$ cat src/core/pbw_pkg.sv
// package for the push-button wiper counter: timing counts, carriers
// assumes a 100 MHz clk; nonvolatile store and supply monitor sit outside
// Function
// debounced low on up button steps wiper one tap higher
// debounced low on down button steps wiper one tap lower
// wiper position held in a 5-bit up/down counter
// counter decoded one-hot, exactly one of 32 tap switches on
// low pulses shorter than the 40 ms debounce never move the wiper
// short press gives one step, held press keeps stepping
// first second of a hold repeats at the slow scan rate
// hold beyond 1 second switches to the fast scan rate
// release stops stepping at once, back to standby, scan mode cleared
// counter saturates at both ends, no wrap-around
// store-mode low saves counter to memory on supply loss
// at power-up stored value is recalled into the counter
// store-mode input debounced; low enables save on power loss
// with auto save off, debounced rising store-mode starts manual save
// store-mode high at power-up then low blocks steps until high again
// outside party requests manual save by pulsing store-mode low then high
// slow scan: about 250 ms from debounce end to each change
// fast scan: about 50 ms between successive changes
// recalled position settled within 500 us of power-up
// both step buttons low holds the counter, no step
// all timing derived from an internal free-running time base; the recall timeout counts clk cycles instead of ticks
package pbw_pkg;
    localparam int CLK_HZ = 100_000_000;
    localparam int TICK_US = 1;
    localparam int TICK_CYC = CLK_HZ / 1_000_000 * TICK_US;
    localparam int DEBOUNCE_MS = 40;
    localparam int DEBOUNCE_TICKS = DEBOUNCE_MS * 1000 / TICK_US;
    localparam int SLOW_MS = 250;
    localparam int SLOW_TICKS = SLOW_MS * 1000 / TICK_US;
    localparam int FAST_MS = 50;
    localparam int FAST_TICKS = FAST_MS * 1000 / TICK_US;
    localparam int LONG_MS = 1000;
    localparam int LONG_TICKS = LONG_MS * 1000 / TICK_US;
    localparam int RECALL_US = 500;
    localparam int RECALL_CYC = CLK_HZ / 1_000_000 * RECALL_US;
    localparam logic [4:0] WIPER_RST = 5'h00;

    typedef enum logic [1:0] {
        PBW_RECALL = 2'b00,
        PBW_IDLE = 2'b01,
        PBW_SLOW = 2'b11,
        PBW_FAST = 2'b10
    } pbw_state_t;

    typedef struct packed {
        logic save_req;
        logic [4:0] save_data;
    } pbw_nv_req_t;
endpackage

$ cat src/core/pbw_top.sv
// push-button wiper counter, step logic, tap decode and store control
// assumes button pins asynchronous, pulled high off chip; nv memory answers
// recall_valid once after reset and accepts one-cycle save requests
`timescale 1ns/1ps
module pbw_top #(
    parameter int DEBOUNCE_TICKS = pbw_pkg::DEBOUNCE_TICKS,
    parameter int SLOW_TICKS = pbw_pkg::SLOW_TICKS,
    parameter int FAST_TICKS = pbw_pkg::FAST_TICKS,
    parameter int LONG_TICKS = pbw_pkg::LONG_TICKS,
    parameter int TICK_CYC = pbw_pkg::TICK_CYC,
    parameter int RECALL_CYC = pbw_pkg::RECALL_CYC
) (
    input wire logic clk,
    input wire logic srst,
    input wire logic step_up_button_n,
    input wire logic step_down_button_n,
    input wire logic store_mode_select_n,
    input wire logic supply_loss,
    input wire logic recall_valid,
    input wire logic [4:0] recall_data,
    output logic [31:0] tap_select,
    output logic [4:0] wiper_position,
    output pbw_pkg::pbw_nv_req_t nv_req,
    output logic ready
);
    // ==================================================================
    // synchronisers
    logic [2:0] meta_q, sync_q;
    always_ff @(posedge clk) begin
        meta_q <= {store_mode_select_n, step_down_button_n, step_up_button_n};
        sync_q <= meta_q;
    end

    // ==================================================================
    // time base
    logic [15:0] pre_q, pre_d;
    logic tick;
    // free-running tick
    always_comb begin
        tick = (pre_q == 16'(TICK_CYC - 1));
        pre_d = tick ? 16'h0000 : pre_q + 16'h0001;
    end
    always_ff @(posedge clk) begin
        if (srst) pre_q <= 16'h0000;
        else pre_q <= pre_d;
    end

    // ==================================================================
    // debouncers; filtered level only changes after a stable interval
    logic [2:0] deb_q, deb_d;
    logic [2:0][19:0] dcnt_q, dcnt_d;
    // debounce both step buttons and store-mode
    always_comb begin
        for (int i = 0; i < 3; i++) begin
            deb_d[i] = deb_q[i];
            dcnt_d[i] = dcnt_q[i];
            if (sync_q[i] == deb_q[i]) dcnt_d[i] = 20'h0_0000;
            else if (tick) begin
                if (dcnt_q[i] == 20'(DEBOUNCE_TICKS - 1)) begin
                    deb_d[i] = sync_q[i];
                    dcnt_d[i] = 20'h0_0000;
                end else dcnt_d[i] = dcnt_q[i] + 20'h0_0001;
            end
        end
    end
    always_ff @(posedge clk) begin
        if (srst) begin
            deb_q <= 3'b111;
            dcnt_q <= '0;
        end else begin
            deb_q <= deb_d;
            dcnt_q <= dcnt_d;
        end
    end
    logic up_act, dn_act, ase_hi;
    assign up_act = ~deb_q[0];
    assign dn_act = ~deb_q[1];
    assign ase_hi = deb_q[2];

    // ==================================================================
    // step engine
    pbw_pkg::pbw_state_t st_q, st_d;
    logic [4:0] pos_q, pos_d;
    logic [19:0] rate_q, rate_d;
    logic [19:0] hold_q, hold_d;
    logic [15:0] rc_q, rc_d;
    logic ase_pu_q, ase_pu_d, lock_q, lock_d, ase_prev_q;
    logic save_q, save_d, one_act, step;
    assign one_act = up_act ^ dn_act;
    always_comb begin
        st_d = st_q;
        pos_d = pos_q;
        rate_d = rate_q;
        hold_d = hold_q;
        rc_d = rc_q;
        ase_pu_d = ase_pu_q;
        lock_d = lock_q;
        save_d = 1'b0;
        step = 1'b0;
        case (st_q)
            pbw_pkg::PBW_RECALL: begin
                // load stored value, time out to default
                rc_d = rc_q + 16'h0001;
                if (recall_valid || rc_q == 16'(RECALL_CYC - 1)) begin
                    if (recall_valid) pos_d = recall_data;
                    ase_pu_d = sync_q[2];
                    st_d = pbw_pkg::PBW_IDLE;
                end
            end
            pbw_pkg::PBW_IDLE: begin
                // first step at debounce end
                if (one_act && !lock_q) begin
                    step = 1'b1;
                    rate_d = 20'h0_0000;
                    hold_d = 20'h0_0000;
                    st_d = pbw_pkg::PBW_SLOW;
                end
            end
            pbw_pkg::PBW_SLOW, pbw_pkg::PBW_FAST: begin
                if (!one_act || lock_q) begin
                    // release back to standby
                    st_d = pbw_pkg::PBW_IDLE;
                end else if (tick) begin
                    rate_d = rate_q + 20'h0_0001;
                    if (hold_q != 20'(LONG_TICKS)) hold_d = hold_q + 20'h0_0001;
                    // slow repeat
                    if (st_q == pbw_pkg::PBW_SLOW && rate_q == 20'(SLOW_TICKS - 1)) begin
                        step = 1'b1;
                        rate_d = 20'h0_0000;
                    end
                    // fast repeat
                    if (st_q == pbw_pkg::PBW_FAST && rate_q == 20'(FAST_TICKS - 1)) begin
                        step = 1'b1;
                        rate_d = 20'h0_0000;
                    end
                    if (st_q == pbw_pkg::PBW_SLOW && hold_q == 20'(LONG_TICKS - 1)) begin
                        st_d = pbw_pkg::PBW_FAST;
                        rate_d = 20'h0_0000;
                    end
                end
            end
            default: st_d = pbw_pkg::PBW_RECALL;
        endcase
        // saturating counter
        if (step && up_act && pos_q != 5'h1F) pos_d = pos_q + 5'h01;
        if (step && dn_act && pos_q != 5'h00) pos_d = pos_q - 5'h01;
        if (st_q != pbw_pkg::PBW_RECALL) begin
            // lockout while store-mode low after high power-up
            if (ase_pu_q && !ase_hi) lock_d = 1'b1;
            else if (ase_hi) lock_d = 1'b0;
            // manual save on debounced rise
            if (ase_hi && !ase_prev_q) save_d = 1'b1;
            // save on supply loss when auto save enabled
            if (!ase_hi && supply_loss) save_d = 1'b1;
        end
    end
    always_ff @(posedge clk) begin
        if (srst) begin
            st_q <= pbw_pkg::PBW_RECALL;
            pos_q <= pbw_pkg::WIPER_RST;
            rate_q <= 20'h0_0000;
            hold_q <= 20'h0_0000;
            rc_q <= 16'h0000;
            ase_pu_q <= 1'b0;
            lock_q <= 1'b0;
            save_q <= 1'b0;
            ase_prev_q <= 1'b1;
        end else begin
            st_q <= st_d;
            pos_q <= pos_d;
            rate_q <= rate_d;
            hold_q <= hold_d;
            rc_q <= rc_d;
            ase_pu_q <= ase_pu_d;
            lock_q <= lock_d;
            save_q <= save_d;
            ase_prev_q <= ase_hi;
        end
    end

    // ==================================================================
    // outputs, all registered
    logic [31:0] tap_q;
    logic [4:0] nvd_q;
    logic rdy_q;
    always_ff @(posedge clk) begin
        if (srst) begin
            tap_q <= 32'h0000_0000;
            nvd_q <= 5'h00;
            rdy_q <= 1'b0;
        end else begin
            // one-hot decode
            tap_q <= 32'h0000_0001 << pos_d;
            nvd_q <= pos_q;
            rdy_q <= (st_d != pbw_pkg::PBW_RECALL);
        end
    end
    assign tap_select = tap_q;
    assign wiper_position = nvd_q;
    assign nv_req.save_req = save_q;
    assign nv_req.save_data = nvd_q;
    assign ready = rdy_q;

    // ==================================================================
    // checks
    // exactly one tap
    property p_onehot;
        @(posedge clk) disable iff (srst) ready |-> $onehot(tap_select);
    endproperty
    a_onehot: assert property (p_onehot) else $error("tap not one-hot");
    // recall load may jump end to end, only steps must not wrap
    property p_sat_hi;
        @(posedge clk) disable iff (srst)
            (st_q != pbw_pkg::PBW_RECALL && pos_q == 5'h1F) |=> pos_q != 5'h00;
    endproperty
    a_sat_hi: assert property (p_sat_hi) else $error("wrap at top");
    property p_sat_lo;
        @(posedge clk) disable iff (srst)
            (st_q != pbw_pkg::PBW_RECALL && pos_q == 5'h00) |=> pos_q != 5'h1F;
    endproperty
    a_sat_lo: assert property (p_sat_lo) else $error("wrap at bottom");
    property p_both;
        @(posedge clk) disable iff (srst) (up_act && dn_act) |=> $stable(pos_q);
    endproperty
    a_both: assert property (p_both) else $error("step with both pressed");
    property p_release;
        @(posedge clk) disable iff (srst)
            (st_q == pbw_pkg::PBW_SLOW && !up_act && !dn_act) |=> st_q == pbw_pkg::PBW_IDLE;
    endproperty
    a_release: assert property (p_release) else $error("no standby on release");
    property p_lock;
        @(posedge clk) disable iff (srst) lock_q |=> $stable(pos_q);
    endproperty
    a_lock: assert property (p_lock) else $error("moved while locked");
    property p_manual;
        @(posedge clk) disable iff (srst)
            (st_q != pbw_pkg::PBW_RECALL && ase_hi && !ase_prev_q) |=> nv_req.save_req;
    endproperty
    a_manual: assert property (p_manual) else $error("manual save missing");
    property p_step1;
        @(posedge clk) disable iff (srst)
            (st_q == pbw_pkg::PBW_IDLE && up_act && !dn_act && !lock_q && pos_q != 5'h1F)
            |=> pos_q == $past(pos_q) + 5'h01;
    endproperty
    a_step1: assert property (p_step1) else $error("up step missing");
endmodule

$ cat config.mk
export PLATFORM = sky130hd
export DESIGN_NAME = pbw_top
export DESIGN_NICKNAME = d
export VERILOG_FILES = /design/src/core/pbw_pkg.sv /design/src/core/pbw_top.sv
export SDC_FILE = /design/constraint.sdc
export NUM_CORES = 1
export LEC_CHECK = 0
export BUFFER_PORTS_ARGS = -buffer_cell sky130_fd_sc_hd__buf_4
export CAP_MARGIN = 20
export CORE_UTILIZATION = 60
export CTS_BUF_LIST = sky130_fd_sc_hd__clkbuf_8
export DETAILED_ROUTE_END_ITERATION = 7
export PLACE_DENSITY_LB_ADDON = 0.1
export REMOVE_ABC_BUFFERS = 1
export SLEW_MARGIN = 0
export SYNTH_ARGS = -nofsm -noshare
export SYNTH_HDL_FRONTEND = slang
export SYNTH_SLANG_ARGS = --single-unit
$ cat constraint.sdc
create_clock -name clk -period 5.4 [get_ports clk]
set_input_delay 0.54 -clock clk [delete_from_list [all_inputs] [get_ports clk]]
set_output_delay 0.54 -clock clk [all_outputs]
set_load 0.005 [all_outputs]
## Word-level counts from Yosys, hierarchy flattened

Cells that the tools add are included.

- Output and inout bits: 44
- Register bits after elaboration: 190

- Reduce and logical (&&, ||, !) cells: 36
- Add/subtract/negate cells: 9
- Equality and inequality tests: 20
- Shifts and indexed selects: 1
- Multiplexer cells: 35
- Bitwise logic cells: 7

Operator list:

| kind | number |
|---|---|
| two-way mux 20 bit | 12 |
| adder 20 x 1 -> 20 bit (second input constant) | 5 |
| equality test 20 x 16 -> 1 bit (second input constant) | 4 |
| one-hot mux 20 bit (2 select lines) | 2 |
| adder 16 x 1 -> 16 bit (second input constant) | 2 |
| left shift 1 x 5 -> 32 bit (first input constant) | 1 |
| two-way mux 5 bit | 5 |
| equality test 20 x 18 -> 1 bit (second input constant) | 1 |
| equality test 20 bit (second input constant) | 1 |
| != test 20 bit (second input constant) | 1 |
| equality test 16 bit (second input constant) | 1 |
| equality test 16 x 7 -> 1 bit (second input constant) | 1 |
| OR reduction 2 bit | 6 |
| logical AND 1 bit | 11 |
| two-way mux 2 bit | 5 |
| two-way mux 1 bit | 9 |
| AND reduction 3 bit | 3 |
| != test 2 bit (second input constant) | 4 |
| nonzero test 2 bit | 4 |
| inverter 1 bit | 6 |
| one-hot mux 2 bit (3 select lines) | 1 |
| adder 5 x 1 -> 5 bit (second input constant) | 1 |
| != test 5 bit (second input constant) | 1 |
| AND reduction 5 bit | 1 |
| 12 further kinds | 20 |

## Depth between registers and ports, before layout

Gate-level depths: netlist of run 1.

- Word-level depth: 12
- Mapped depth: 10
- Gate-level depth less buffers: 10

## Worst setup path after synthesis of run 1

No wires, ideal clock.

- Path kind: register to register
- Start point: register pre_q[0]
- End point: register tap_q[16], in the netlist tap_select[16]
- Setup time: 66 ps
- Arrival time: 2353 ps
- Cell stages (with the launch flop): 10
- Period minus slack after synthesis: 2420 ps
- Path buffers: 1
- Setup slack: 2980 ps
- Cells stage by stage: dfxtp_1 -> ha_1 -> nor4b_2 -> and4_1 -> buf_6 -> o21ai_4 -> a211oi_4 -> mux2i_1 -> nand3_2 -> nor2_1

- Longest elaborated chain between the ends: 9
- Elaborated cells between the ends (all ways): 11
- Those cells by class: eq/ne (1); shift (1); mux (5); reduce/logical (4)

Ends and longest elaborated chain:

| what | line | source |
|---|---|---|
| start: declaration | pbw_top.sv:36 | `logic [15:0] pre_q, pre_d;` |
| start signal: assignment | pbw_top.sv:45 | `else pre_q <= pre_d;` |
| equality test 16 x 7 -> 1 bit (*) | pbw_top.sv:40 | `tick = (pre_q == 16'(TICK_CYC - 1));` |
| two-way mux 1 bit (*) | pbw_top.sv:123 | `end else if (tick) begin` |
| two-way mux 1 bit (*) | pbw_top.sv:120 | `if (!one_act \|\| lock_q) begin` |
| one-hot mux 1 bit (2 select lines) (*) | pbw_top.sv:100 | `case (st_q)` |
| logical AND 1 bit (2 in series) | pbw_top.sv:145 | `if (step && up_act && pos_q != 5'h1F) pos_d = pos_q + 5'h01;` |
| two-way mux 5 bit | pbw_top.sv:145 |  |
| two-way mux 5 bit (*) | pbw_top.sv:146 | `if (step && dn_act && pos_q != 5'h00) pos_d = pos_q - 5'h01;` |
| left shift 1 x 5 -> 32 bit (*) | pbw_top.sv:193 | `tap_q <= 32'h0000_0001 << pos_d;` |
| end signal: assignment | pbw_top.sv:193 |  |
| end: declaration | pbw_top.sv:183 | `logic [31:0] tap_q;` |

Every way passes the cells marked *; elsewhere a longest branch is shown, timed or not.
A chain may end at the register's enable or synchronous reset.

## Worst setup path after layout of run 1

- Start point: register st_q[1]
- End point: register tap_q[18], in the netlist tap_select[18]

- Longest elaborated chain between the ends: 12
- Elaborated cells between the ends (all ways): 20
- Those cells by class: eq/ne (3); shift (1); mux (8); reduce/logical (8)

Ends and longest elaborated chain:

| what | line | source |
|---|---|---|
| start: declaration | pbw_top.sv:82 | `pbw_pkg::pbw_state_t st_q, st_d;` |
| start signal: assignment | pbw_top.sv:159 | `st_q <= pbw_pkg::PBW_RECALL;` |
| start signal: assignment | pbw_top.sv:169 | `st_q <= st_d;` |
| equality test 2 bit | pbw_top.sv:100, pbw_top.sv:127 |  |
| logical AND 1 bit | pbw_top.sv:127 | `if (st_q == pbw_pkg::PBW_SLOW && rate_q == 20'(SLOW_TICKS - 1)) begin` |
| two-way mux 1 bit | pbw_top.sv:127 |  |
| two-way mux 1 bit | pbw_top.sv:132 | `if (st_q == pbw_pkg::PBW_FAST && rate_q == 20'(FAST_TICKS - 1)) begin` |
| two-way mux 1 bit | pbw_top.sv:123 |  |
| two-way mux 1 bit | pbw_top.sv:120 |  |
| one-hot mux 1 bit (2 select lines) | pbw_top.sv:100 |  |
| logical AND 1 bit (2 in series) | pbw_top.sv:145 |  |
| two-way mux 5 bit | pbw_top.sv:145 |  |
| two-way mux 5 bit (*) | pbw_top.sv:146 |  |
| left shift 1 x 5 -> 32 bit (*) | pbw_top.sv:193 |  |

Marks and branches as above.

==> impl_results.rst, run 1 <==
.. list-table::
   :header-rows: 1

   * - Metric
     - Value
   * - Run status
     - completed
   * - Fraction of layout cells with a size suffix above 1
     - 12.4%
   * - Number of buffers added by the clock tree synthesis step
     - 17
   * - GRT Overall Usage
     - 24.0%
   * - Cell Area, Synth
     - 0.00833 mm²
   * - Yosys synthesis warning count
     - 0
   * - Drc violations
     - 0
   * - Highest Clock Rate
     - 314 MHz
   * - Count of input and output buffers
     - 55
   * - Min cycle time layout
     - 3.18 ns
   * - Antenna Violating Nets Remaining
     - 0
   * - Register area share after synthesis
     - a little under half
   * - Fraction of post-synthesis cell area in the top cell type by area
     - a little under half
   * - Wire length of the first global-routing pass
     - 27,800 µm
   * - Mean post-synth cell area
     - 8.83 µm²
   * - Antenna fix cells
     - 0
   * - Effective utilization at floorplan
     - 62.2%
   * - Area overhead of the layout relative to synthesis
     - 10.7%
   * - Static Leakage
     - 3.33 nW
   * - Final hold vios
     - 0
   * - Hold buffers post-CTS
     - 0
   * - Routed length per placed instance
     - around 14 µm
   * - TritonCTS clock tree
     - built
   * - Netlist cell types
     - 74
   * - Met3 routed wirelength
     - 711 µm
   * - Most common library cells after synthesis
     - 193 x sky130_fd_sc_hd__nor2_1, 190 x sky130_fd_sc_hd__dfxtp_1, 78 x sky130_fd_sc_hd__nand2_1
   * - First-pass DRT Iterations
     - 7
   * - Fin Clk Skew
     - ~0.0079 ns
   * - Max rail drop VDD
     - between 200 and 300 µV
   * - Buffer count from post-CTS setup fixing
     - 0
   * - Die area
     - between 0.01 and 0.015 mm²
   * - Cell row count
     - 42
   * - Sum of routed wire length over all layers
     - 16,300 µm
   * - Critical R2R Capture
     - tap_select[18]
   * - Post-DP HPWL
     - 11,500 µm
   * - Placer congestion estimate
     - roughly 0.8
   * - Final count of negative-setup-slack endpoints
     - 0
   * - Worst Path Arrival
     - 3.60 ns
   * - Worst reg2reg path startpoint
     - st_q[1]
   * - Number of nets in the layout
     - 1,010
   * - Highest net fanout along the worst path
     - 19
   * - Area leader, netlist
     - sky130_fd_sc_hd__dfxtp_1
   * - Number of synthesized flops with an enable pin
     - 0
   * - Data required time of the critical path
     - 5.81 ns
   * - Number of levels the H-tree was split into
     - 4
   * - Pin count of the biggest net entering global routing
     - 37
   * - Clock transition at the register clock pins on the worst setup and hold paths after CTS
     - 0.09 ns
   * - Clock sinks
     - 190
   * - Tightest Hold Check Type
     - input port to register
   * - Insertion delay of the later-clocked pin in the worst-skew pair
     - 0.47 ns
   * - RSZ-0062 raised after global routing
     - no
   * - MaxCap Viol Count
     - 0
   * - CTS max path bufs
     - 2
   * - Number of cells on the worst hold path
     - 1
   * - Post-cts resize count
     - 0
   * - Total negative setup slack
     - 0 ns
   * - Endpoint kind of the worst setup timing path
     - register
   * - Cells taking the most area after synthesis
     - sky130_fd_sc_hd__dfxtp_1 46%, sky130_fd_sc_hd__nor2_1 8.7%, sky130_fd_sc_hd__xor2_1 7.6%, sky130_fd_sc_hd__xnor2_1 4.8%, sky130_fd_sc_hd__nand2_1 3.5%
   * - Leading register cell type out of synthesis
     - sky130_fd_sc_hd__dfxtp_1
   * - Number of DRC violations after detailed-routing iteration 0
     - 487
   * - Vias after detailed routing
     - 6,587
   * - Setup slack of the worst register-to-register path
     - 2.22 ns
   * - Actual slew at the worst max-slew pin
     - 0.762 ns
   * - Critical Path Start Type
     - register
   * - Number of flip-flops and latches in the synthesized netlist
     - between 150 and 200
   * - Met1 WL
     - between 7000 and 8000 µm
   * - Die Span Y
     - 120 µm
   * - Number of antenna violations at the first check in global routing
     - 0
   * - Classification of the worst setup path
     - register to register
   * - IO Pins
     - 56
   * - Area of the core
     - 0.0134 mm²
   * - P per Cell Area
     - 272 mW/mm²
   * - CTS Root Cell
     - sky130_fd_sc_hd__clkbuf_8
   * - Routed length on met2
     - between 7000 and 8000 µm
   * - Startpoint of the most critical hold path
     - step_up_button_n
   * - Share of synthesized flip-flops with an asynchronous set or reset
     - 0%
   * - Tcrit/Tclk final
     - about 60%
   * - Max Slew Vio Count
     - 0
   * - Vias in the first global route
     - 6,053
   * - Worst slew margin
     - 49.0%
   * - Width of the chip
     - 120 µm
   * - Worst-case hold slack
     - 0.162 ns
   * - Cell count of the worst reg-to-reg path
     - 7
   * - Overflow after GRT
     - 0
   * - Top layer in use
     - met4
   * - Last element of the critical path
     - tap_select[18]
   * - Timing startpoint of the critical path
     - st_q[1]
   * - Layout fillers
     - 1,115
   * - Library cell with the highest instance count after synthesis
     - sky130_fd_sc_hd__nor2_1
   * - Cell count after synthesis
     - 943
   * - Via count normalized by instance count
     - about 5.6
## cells in the final DEF, fill, tap and decap left out, drive strengths merged, types with 4 or more instances in the layout
master  count
buf        58
nand3      51
nand4      45
mux2i       6
inv        27
nor4       18
and4        6
nor2b       5
nand2      78
or2         4
ha         11
o21ai      15
or3        11
nand2b      4
or4         4
nor2      196
clkbuf     19
nor3       20
a21oi      22
nor4b       8
and2        4
xor2       72
xnor2      46
a31oi       5
dfxtp     190
and3       21
a211oi      7
## power by group
part	leakage, nW	total, mW	switching [mW]	internal, mW
registers	1.54	1.44	0.0171	1.42
clock network	0.215	0.953	0.476	0.476
logic	1.58	0.120	0.0726	0.0478
## metrics by stage
| step | total power [mW] | cell area, µm² | setup slack (ns) | util, % | cells |
|---|---|---|---|---|---|
| finish | 2.51 | 9220 | 2.22 | 68.8 | 1176 |
| detailed placement | 1.59 | 8810 | 2.26 | 65.7 | 1144 |
| floorplan | 1.54 | 8150 | 2.42 | - | 910 |
| global placement | 1.59 | 8810 | 2.33 | 65.7 | 1144 |
| CTS | 2.53 | 9220 | 2.25 | 68.8 | 1176 |
| global route | 2.61 | 9220 | 1.95 | 68.8 | 1176 |
## worst max-delay path, cell delays in order, from the launching register on
cell and delay (ns):
sky130_fd_sc_hd__dfxtp_1 0.80, sky130_fd_sc_hd__nor2_1 0.33, sky130_fd_sc_hd__nor3_2 0.49, sky130_fd_sc_hd__o21ai_4 0.19
sky130_fd_sc_hd__a211oi_4 0.36, sky130_fd_sc_hd__mux2i_1 0.60, sky130_fd_sc_hd__nand3_2 0.21, sky130_fd_sc_hd__nor2_1 0.14
## cell type report
cell class              instances  area [µm²]  area share [%]
flip-flops and latches        190        3800            41.3
well taps                     176         220            2.39
clock buffers                  19         262            2.84
repair buffers                 58         435            4.72
clock inverters                13         149            1.61
inverters                      20        75.1           0.814
multi-input cells             700        4280            46.4
## how the worst min path moves through the flow
stage,end,slack [ns]
global route,meta_q[0],0.12
global placement,sync_q[2],0.31
CTS,meta_q[0],0.14
detailed placement,sync_q[1],0.31
finish,meta_q[0],0.16
floorplan,sync_q[0],0.31
## cell families (layout without fill, tap and decap cells)
kind of cell / after synthesis / after routing / synth area share, %
xor gates and xnor gates: 118 / 118 / 12.4
AOI/OAI and AO/OA: 74 / 74 / 6.32
buffers and inverters: 53 / 110 / 3.00
and+or+nand+nor: 488 / 488 / 29.8
muxes: 9 / 9 / 1.17
adders and majority gates: 11 / 11 / 1.65
DFF: 190 / 190 / 45.7
## flip-flops by register name, indices dropped and copies added (netlist names), 2 cells and up
register and flops:
pos_q 5, hold_q 20, wiper_position 5, st_q 2, rc_q 16, pre_q 16, meta_q 3, tap_select 32
rate_q 20, dcnt_q 60, deb_q 3, sync_q 3
## metal layers
metal | up-vias | track usage (%)
li1 | 3328 | -
met1 | 3100 | 31.5
met2 | 135 | 38.3
met3 | 24 | 6.13
met4 | 0 | 8.44
met5 | - | 0
Note: power is estimated with default switching activity, not from simulation.
==> run 2: changes to the inputs <==
--- a/config.mk
+++ b/config.mk
@@ -5,9 +5,10 @@
 export SDC_FILE = /design/constraint.sdc
 export NUM_CORES = 1
 export LEC_CHECK = 0
+export ABC_AREA = 1
 export BUFFER_PORTS_ARGS = -buffer_cell sky130_fd_sc_hd__buf_4
 export CAP_MARGIN = 20
-export CORE_UTILIZATION = 60
+export CORE_UTILIZATION = 57
 export CTS_BUF_LIST = sky130_fd_sc_hd__clkbuf_8
 export DETAILED_ROUTE_END_ITERATION = 7
 export PLACE_DENSITY_LB_ADDON = 0.1
==> constraint.sdc (replaced) <==
create_clock -name clk -period 2.87 [get_ports clk]
set_input_delay 0.287 -clock clk [delete_from_list [all_inputs] [get_ports clk]]
set_output_delay 0.287 -clock clk [all_outputs]
set_load 0.005 [all_outputs]
==> run 2 against run 1 <==
Count of clock-buffer cells in the layout decreased by 2. Worst hold slack got worse by 0.14 ns. Largest power group unchanged. Sequential share of layout area decreased by 3.9 points. Routed wire length increased by 25%. Clock power increased by 99%. Largest cell class unchanged.
==> impl_results.rst, run 2 <==
.. list-table::
   :header-rows: 1

   * - Metric
     - Value
   * - Setup slack of the worst register-to-register path
     - 0.39 ns
   * - Library cell with the highest instance count after synthesis
     - sky130_fd_sc_hd__nand2_1
   * - Met2 Usage GRT
     - 41.7%
   * - Effective utilization at floorplan
     - 59.2%
   * - Worst slew margin
     - 58.8%
   * - Buffer count from post-CTS setup fixing
     - 0
   * - Tightest Hold Check Type
     - input port to register
   * - Number of levels the H-tree was split into
     - 4
   * - Classification of the worst setup path
     - register to register
   * - Most frequent cells in the layout
     - 211 x sky130_fd_sc_hd__nand2_1, 190 x sky130_fd_sc_hd__dfxtp_1, 189 x sky130_fd_sc_hd__nor2_1, 155 x sky130_fd_sc_hd__inv_1, 84 x sky130_fd_sc_hd__nor3_1
   * - P per Cell Area
     - 475 mW/mm²
   * - Met3 layer usage reported by global route
     - under 10%
   * - Minimum setup slack in the final design
     - 0.394 ns
   * - Layout fillers
     - 1,395
   * - Number of antenna violations at the first check in global routing
     - 0
   * - Die Span Y
     - 129 µm
   * - Worst Path Arrival
     - 2.84 ns
   * - Top Usage Layer GRT
     - met2
   * - Run status
     - completed
   * - Register area share after synthesis
     - 41.6%
   * - Post-DP HPWL
     - between 10,000 and 15,000 µm
   * - Wire length of the first global-routing pass
     - 34,300 µm
   * - Leading cell type in the layout, fill and taps excluded
     - sky130_fd_sc_hd__nand2_1
   * - Share of synthesized flip-flops with an asynchronous set or reset
     - 0%
   * - Tcrit/Tclk final
     - 86.3%
   * - Routed length per placed instance
     - 13.3 µm
   * - Fin Clk Skew
     - 0.0217 ns
   * - Vias after detailed routing
     - 8,395
   * - Yosys synthesis warning count
     - 0
   * - Overflow after GRT
     - 0
   * - Number of nets in the layout
     - 1,342
   * - Cells taking the most area after synthesis
     - sky130_fd_sc_hd__dfxtp_1 42%, sky130_fd_sc_hd__nand2_1 8.7%, sky130_fd_sc_hd__nor2_1 7.8%, sky130_fd_sc_hd__inv_1 6.4%, sky130_fd_sc_hd__nor3_1 4.6%
   * - Number of flip-flops in the largest register
     - 60
   * - Fraction of post-synthesis cell area in the top cell type by area
     - 41.6%
   * - Insertion delay of the later-clocked pin in the worst-skew pair
     - 0.49 ns
   * - Cell Area, Synth
     - 0.00914 mm²
   * - Fraction of layout cells with a size suffix above 1
     - 10.5%
   * - Worst-case setup slack after placement
     - 0.413 ns
   * - GRT Overall Usage
     - 25.6%
   * - Critical Path Start Type
     - register
   * - Clock transition at the register clock pins on the worst setup and hold paths after CTS
     - ~0.12 ns
   * - CTS max path bufs
     - 2
   * - Area overhead of the layout relative to synthesis
     - 11.3%
   * - Antenna fix cells
     - 0
   * - Netlist cell types
     - 50
   * - Pin count of the biggest net entering global routing
     - 36
   * - Sum of routed wire length over all layers
     - 20,500 µm
   * - Highest net fanout along the worst path
     - 10
   * - TritonCTS clock tree
     - built
   * - Most common library cells after synthesis
     - 211 x sky130_fd_sc_hd__nand2_1, 190 x sky130_fd_sc_hd__dfxtp_1, 189 x sky130_fd_sc_hd__nor2_1
   * - MaxCap Viol Count
     - 0
   * - Antenna Violating Nets Remaining
     - 0
   * - Static Leakage
     - 3.81 nW
   * - Number of buffers added by the clock tree synthesis step
     - 17
   * - Mean post-synth cell area
     - 7.24 µm²
   * - Final count of negative-setup-slack endpoints
     - 0
   * - Via count normalized by instance count
     - 5.44
   * - Width of the chip
     - 129 µm
   * - Count of input and output buffers
     - 55
   * - Met1 demand-to-capacity share in global routing
     - a little over a third
   * - Die area
     - around 0.017 mm²
   * - Largest register by flop count
     - dcnt_q
   * - Clock sinks
     - between 150 and 200
   * - Endpoint kind of the worst setup timing path
     - register
   * - CTS Root Cell
     - sky130_fd_sc_hd__clkbuf_8
   * - Cell count after synthesis
     - 1,263
   * - Number of DRC violations after detailed-routing iteration 0
     - 592
   * - Max Slew Vio Count
     - 0
   * - Total negative setup slack
     - 0 ns
   * - Area of the core
     - about 0.015 mm²
   * - Data required time of the critical path
     - 3.23 ns
   * - Max rail drop VDD
     - 458 µV
   * - First-pass DRT Iterations
     - 8
   * - Final hold vios
     - 0
   * - Number of flip-flops and latches in the synthesized netlist
     - 190
   * - IO Pins
     - 56
   * - Vias in the first global route
     - 7,556
   * - Leading register cell type out of synthesis
     - sky130_fd_sc_hd__dfxtp_1
   * - RSZ-0062 raised after global routing
     - no
   * - Area leader, netlist
     - sky130_fd_sc_hd__dfxtp_1
   * - Highest Clock Rate
     - between 400 and 500 MHz
   * - Min cycle time layout
     - approximately 2.5 ns
   * - Drc violations
     - 0
   * - Actual slew at the worst max-slew pin
     - 0.603 ns
   * - Number of synthesized flops with an enable pin
     - 0
   * - Placer congestion estimate
     - between 0.9 and 1
   * - Cell row count
     - between 40 and 50
run 2: repair_timing:
action                    4_1_cts  5_1_grt
hold buffers                    3        0
gates resized for setup         0        0
hold endpoints to repair        3        0
run 2: worst paths after layout:
path | cells past startpoint | startpoint | endpoint
setup / recovery | 14 | pre_q[0] | dcnt_q[16]
hold / removal | 2 | srst | hold_q[1]
setup reg to reg | 14 | pre_q[0] | dcnt_q[16]
hold reg to reg | 0 | meta_q[1] | sync_q[1]
run 2: logic make-up after synthesis:
logic type / count (synthesis) / synth area share (%)
simple gates: 695 / 36.3
fa+ha+maj: 11 / 1.51
xor+xnor: 35 / 3.35
compound gates: 138 / 8.53
buf+inv: 194 / 8.73
flops: 190 / 41.6
run 2: metrics by stage:
step                utilization [%]  power (mW)  instance area (µm²)  hold slack (ns)  instances
detailed placement             62.9        2.99                 9710            0.351       1508
global placement               62.9        2.98                 9710            0.354       1508
global route                   66.0        5.00                10200           0.0157       1543
CTS                            66.0        4.86                10200          0.00928       1543
finish                         66.0        4.83                10200           0.0185       1543
floorplan                         -        2.89                 8950            0.310       1232
run 2: final cells by class:
class	count	area, µm²	area share (%)
repair buffers	68	518	5.09
inverters	163	612	6.01
clock buffers	17	234	2.30
flip-flops and latches	190	3800	37.4
clock inverters	15	208	2.04
well taps	211	264	2.59
multi-input cells	879	4540	44.6
run 2: report_power, final:
group	total [mW]	switching (mW)	internal, mW
Combinational	0.239	0.158	0.0807
Sequential	2.69	0.0250	2.67
Clock	1.90	1.13	0.769
Total	4.83	1.32	3.52
run 2: per-layer routing:
metal,routed length [µm],part of all wire [%],up-vias
met2,9460,46,218
met1,9760,48,3859
met3,1030,5.0,20
met4,209,1.0,0
met5,0,0,-
li1,-,-,4298
run 2: worst max-delay path: stages (launching register included):
cell,delay (ns)
sky130_fd_sc_hd__dfxtp_1,0.37
sky130_fd_sc_hd__ha_1,0.17
sky130_fd_sc_hd__inv_1,0.07
sky130_fd_sc_hd__nor2_1,0.12
sky130_fd_sc_hd__nand2_1,0.06
sky130_fd_sc_hd__nor2_1,0.17
sky130_fd_sc_hd__nand2_4,0.13
sky130_fd_sc_hd__buf_4,0.21
sky130_fd_sc_hd__nor3_2,0.19
sky130_fd_sc_hd__nand2_1,0.12
sky130_fd_sc_hd__nor3_2,0.30
sky130_fd_sc_hd__nand2_1,0.12
sky130_fd_sc_hd__nor2_1,0.14
sky130_fd_sc_hd__nand2_1,0.05
sky130_fd_sc_hd__nor3b_1,0.13
==> run 3: changes to the inputs <==
--- a/config.mk
+++ b/config.mk
@@ -13,7 +13,7 @@
 export DETAILED_ROUTE_END_ITERATION = 7
 export PLACE_DENSITY_LB_ADDON = 0.1
 export REMOVE_ABC_BUFFERS = 1
-export SLEW_MARGIN = 0
+export SLEW_MARGIN = 20
 export SYNTH_ARGS = -nofsm -noshare
 export SYNTH_HDL_FRONTEND = slang
 export SYNTH_SLANG_ARGS = --single-unit
==> constraint.sdc (replaced) <==
create_clock -name clk -period 2.87 [get_ports clk]
set_input_delay 0.4305 -clock clk [delete_from_list [all_inputs] [get_ports clk]]
set_output_delay 0.4305 -clock clk [all_outputs]
set_load 0.005 [all_outputs]
==> run 3 against run 2 <==
First-iteration DRC count decreased by 6.3%. Clock power about the same. Core utilization decreased by 0.24 points. Power decreased by 0.22%. Register-to-register slack got worse by 0.09 ns. Sequential share of layout area increased by 0.14 points. Global-route usage increased by 0.12 points. Non-clock buffer count decreased by 4. Routed wire length decreased by 1.6%. Sequential power about the same. Largest power group unchanged.
==> impl_results.rst, run 3 (synthesized netlist as in run 2, its figures left out) <==
.. list-table::
   :header-rows: 1

   * - Metric
     - Value
   * - Run status
     - completed
   * - Core utilization of the finished layout
     - approximately 66%
   * - Area occupied by multi-input gates
     - roughly 0.0045 mm²
   * - CTS Root Cell
     - sky130_fd_sc_hd__clkbuf_8
   * - Cell row count
     - 45
   * - Buffer count from post-CTS setup fixing
     - 0
   * - Number of buffers added by the clock tree synthesis step
     - 17
   * - Die Span Y
     - 129 µm
   * - Sw Share
     - a little over a quarter
   * - Sum of routed wire length over all layers
     - ~20,000 µm
   * - Max rail drop VDD
     - 374 µV
   * - RSZ-0062 raised after global routing
     - no
   * - Clock sinks
     - 190
   * - Width of the chip
     - 129 µm
   * - Actual slew at the worst max-slew pin
     - between 0.5 and 0.6 ns
   * - Static Leakage
     - ~3.8 nW
   * - Combinational power share
     - 4.8%
   * - Final hold vios
     - 0
   * - Critical Path Start Type
     - register
   * - Flop pwr share
     - 55.8%
   * - Endpoint kind of the worst setup timing path
     - register
   * - Final count of negative-setup-slack endpoints
     - 0
   * - Placer congestion estimate
     - around 0.92
   * - Worst Path Arrival
     - roughly 3 ns
   * - Total negative setup slack
     - 0 ns
   * - Data required time of the critical path
     - 3.30 ns
   * - Net Switching
     - 1.31 mW
   * - IO Pins
     - 56
   * - Min cycle time layout
     - approximately 2.6 ns
   * - Effective utilization at floorplan
     - approximately three fifths
   * - Vias in the first global route
     - 7,635
   * - TritonCTS clock tree
     - built
   * - Count of input and output buffers
     - 55
   * - Overflow after GRT
     - 0
   * - Number of levels the H-tree was split into
     - 4
   * - GRT Overall Usage
     - 25.7%
   * - Drc violations
     - 0
   * - Highest net fanout along the worst path
     - 17
   * - Vias after detailed routing
     - around 8,300
   * - Met1 WL
     - 9800 µm
   * - Worst slew margin
     - 60.6%
   * - Area of the core
     - roughly 0.015 mm²
   * - Tightest Hold Check Type
     - input port to register
   * - Max Slew Vio Count
     - 0
   * - Met3 routed wirelength
     - 825 µm
   * - Highest Clock Rate
     - 390 MHz
   * - Top layer in use
     - met4
   * - Fraction of layout cells with a size suffix above 1
     - 10.5%
   * - P per Cell Area
     - approximately 480 mW/mm²
   * - Clock transition at the register clock pins on the worst setup and hold paths after CTS
     - 0.12 ns
   * - Antenna Violating Nets Remaining
     - 0
   * - Portion of total power attributed to the clock network
     - 39.4%
   * - Pwr Total
     - 4.82 mW
   * - Via count normalized by instance count
     - approximately 5.4
   * - Number of flip-flops in the largest register
     - 60
   * - Post-cts resize count
     - 0
   * - First-pass DRT Iterations
     - 7
   * - Number of antenna violations at the first check in global routing
     - 0
   * - Most frequent cells in the layout
     - 211 x sky130_fd_sc_hd__nand2_1, 190 x sky130_fd_sc_hd__dfxtp_1, 189 x sky130_fd_sc_hd__nor2_1, 155 x sky130_fd_sc_hd__inv_1, 84 x sky130_fd_sc_hd__nor3_1
   * - Classification of the worst setup path
     - register to register
   * - Routed length on met2
     - just over 9000 µm
   * - Antenna fix cells
     - 0
   * - Hold buffers post-CTS
     - 0
   * - Insertion delay of the later-clocked pin in the worst-skew pair
     - approximately 0.48 ns
   * - Tcrit/Tclk final
     - roughly nine tenths
   * - Area overhead of the layout relative to synthesis
     - 10.9%
   * - Largest register by flop count
     - dcnt_q
   * - Pin count of the biggest net entering global routing
     - 30
   * - MaxCap Viol Count
     - 0
   * - Routed length per placed instance
     - around 13 µm
   * - Fin Clk Skew
     - 0.0193 ns
   * - Area used by sequential logic in the layout
     - about 0.0038 mm²
   * - Die area
     - around 0.017 mm²
   * - Layout fillers
     - 1,448
   * - Internal power component
     - 3.51 mW
   * - Number of DRC violations after detailed-routing iteration 0
     - 555
   * - Leading cell type in the layout, fill and taps excluded
     - sky130_fd_sc_hd__nand2_1
   * - Wire length of the first global-routing pass
     - around 35,000 µm
   * - Number of nets in the layout
     - 1,338
   * - Post-DP HPWL
     - between 10,000 and 15,000 µm
   * - CTS max path bufs
     - 2
==> run 3: cell count changes in the layout (fill, tap and decap cells not counted) <==
cell and delta:
sky130_fd_sc_hd__inv_12 -1, sky130_fd_sc_hd__buf_4 -1, sky130_fd_sc_hd__dlygate4sd3_1 -3, sky130_fd_sc_hd__clkinv_8 +1
==> run 3: per-stage QoR <==
| step | hold slack [ns] | cell area, µm² | setup slack (ns) | cells |
|---|---|---|---|---|
| 2_1_floorplan | 0.310 | 8950 | 0.270 | 1232 |
| 3_3_place_gp | 0.342 | 9700 | 0.390 | 1507 |
| 3_5_place_dp | 0.341 | 9700 | 0.355 | 1507 |
| 4_1_cts | 0.0129 | 10100 | 0.316 | 1539 |
| 5_1_grt | 0.0144 | 10100 | 0.0258 | 1539 |
| 6_report | 0.0391 | 10100 | 0.304 | 1539 |
==> run 3: worst max-delay path: stages (launching register included) <==
cell and delay (ns):
sky130_fd_sc_hd__dfxtp_1 0.37, sky130_fd_sc_hd__ha_1 0.18, sky130_fd_sc_hd__inv_1 0.07, sky130_fd_sc_hd__nor2_1 0.12, sky130_fd_sc_hd__nand2_1 0.06, sky130_fd_sc_hd__nor2_1 0.16
sky130_fd_sc_hd__nand2_4 0.19, sky130_fd_sc_hd__a21oi_4 0.36, sky130_fd_sc_hd__buf_4 0.27, sky130_fd_sc_hd__nand4_1 0.16, sky130_fd_sc_hd__nor3_1 0.22, sky130_fd_sc_hd__nand2_1 0.13
sky130_fd_sc_hd__nand2_1 0.07, sky130_fd_sc_hd__nand3_1 0.06, sky130_fd_sc_hd__nor2_1 0.09
==> run 3: power groups by stage <==
stage          logic, mW  registers [mW]  clock network (mW)
2_1_floorplan      0.142            2.75                   0
3_3_place_gp       0.230            2.75                   0
3_5_place_dp       0.231            2.75                   0
4_1_cts            0.232            2.69                1.94
5_1_grt            0.259            2.69                2.04
6_report           0.234            2.69                1.90
==> run 3: area by class of cell <==
class	count	share of cell area, %
Multi-Input combinational cell	879	44.8
Timing Repair Buffer	64	4.74
Tap cell	211	2.60
Inverter	163	6.03
Sequential cell	190	37.5
Clock buffer	17	2.31
Clock inverter	15	2.05
==> run 3: path summary, 6_finish.rpt <==
path | startpoint | endpoint | slack [ns] | depth (start not counted)
worst max-delay path | pre_q[0] | rate_q[17] | 0.30 | 14
worst max register to register | pre_q[0] | rate_q[17] | 0.30 | 14
worst min register to register | meta_q[1] | sync_q[1] | 0.36 | 0
worst min-delay path | step_up_button_n | meta_q[0] | 0.04 | 1
==> run 3: metal layers <==
metal | GRT usage (%) | up-vias
met5 | 0 | -
met3 | 4.70 | 21
li1 | - | 4284
met1 | 34.6 | 3840
met2 | 42.3 | 171
met4 | 7.34 | 0
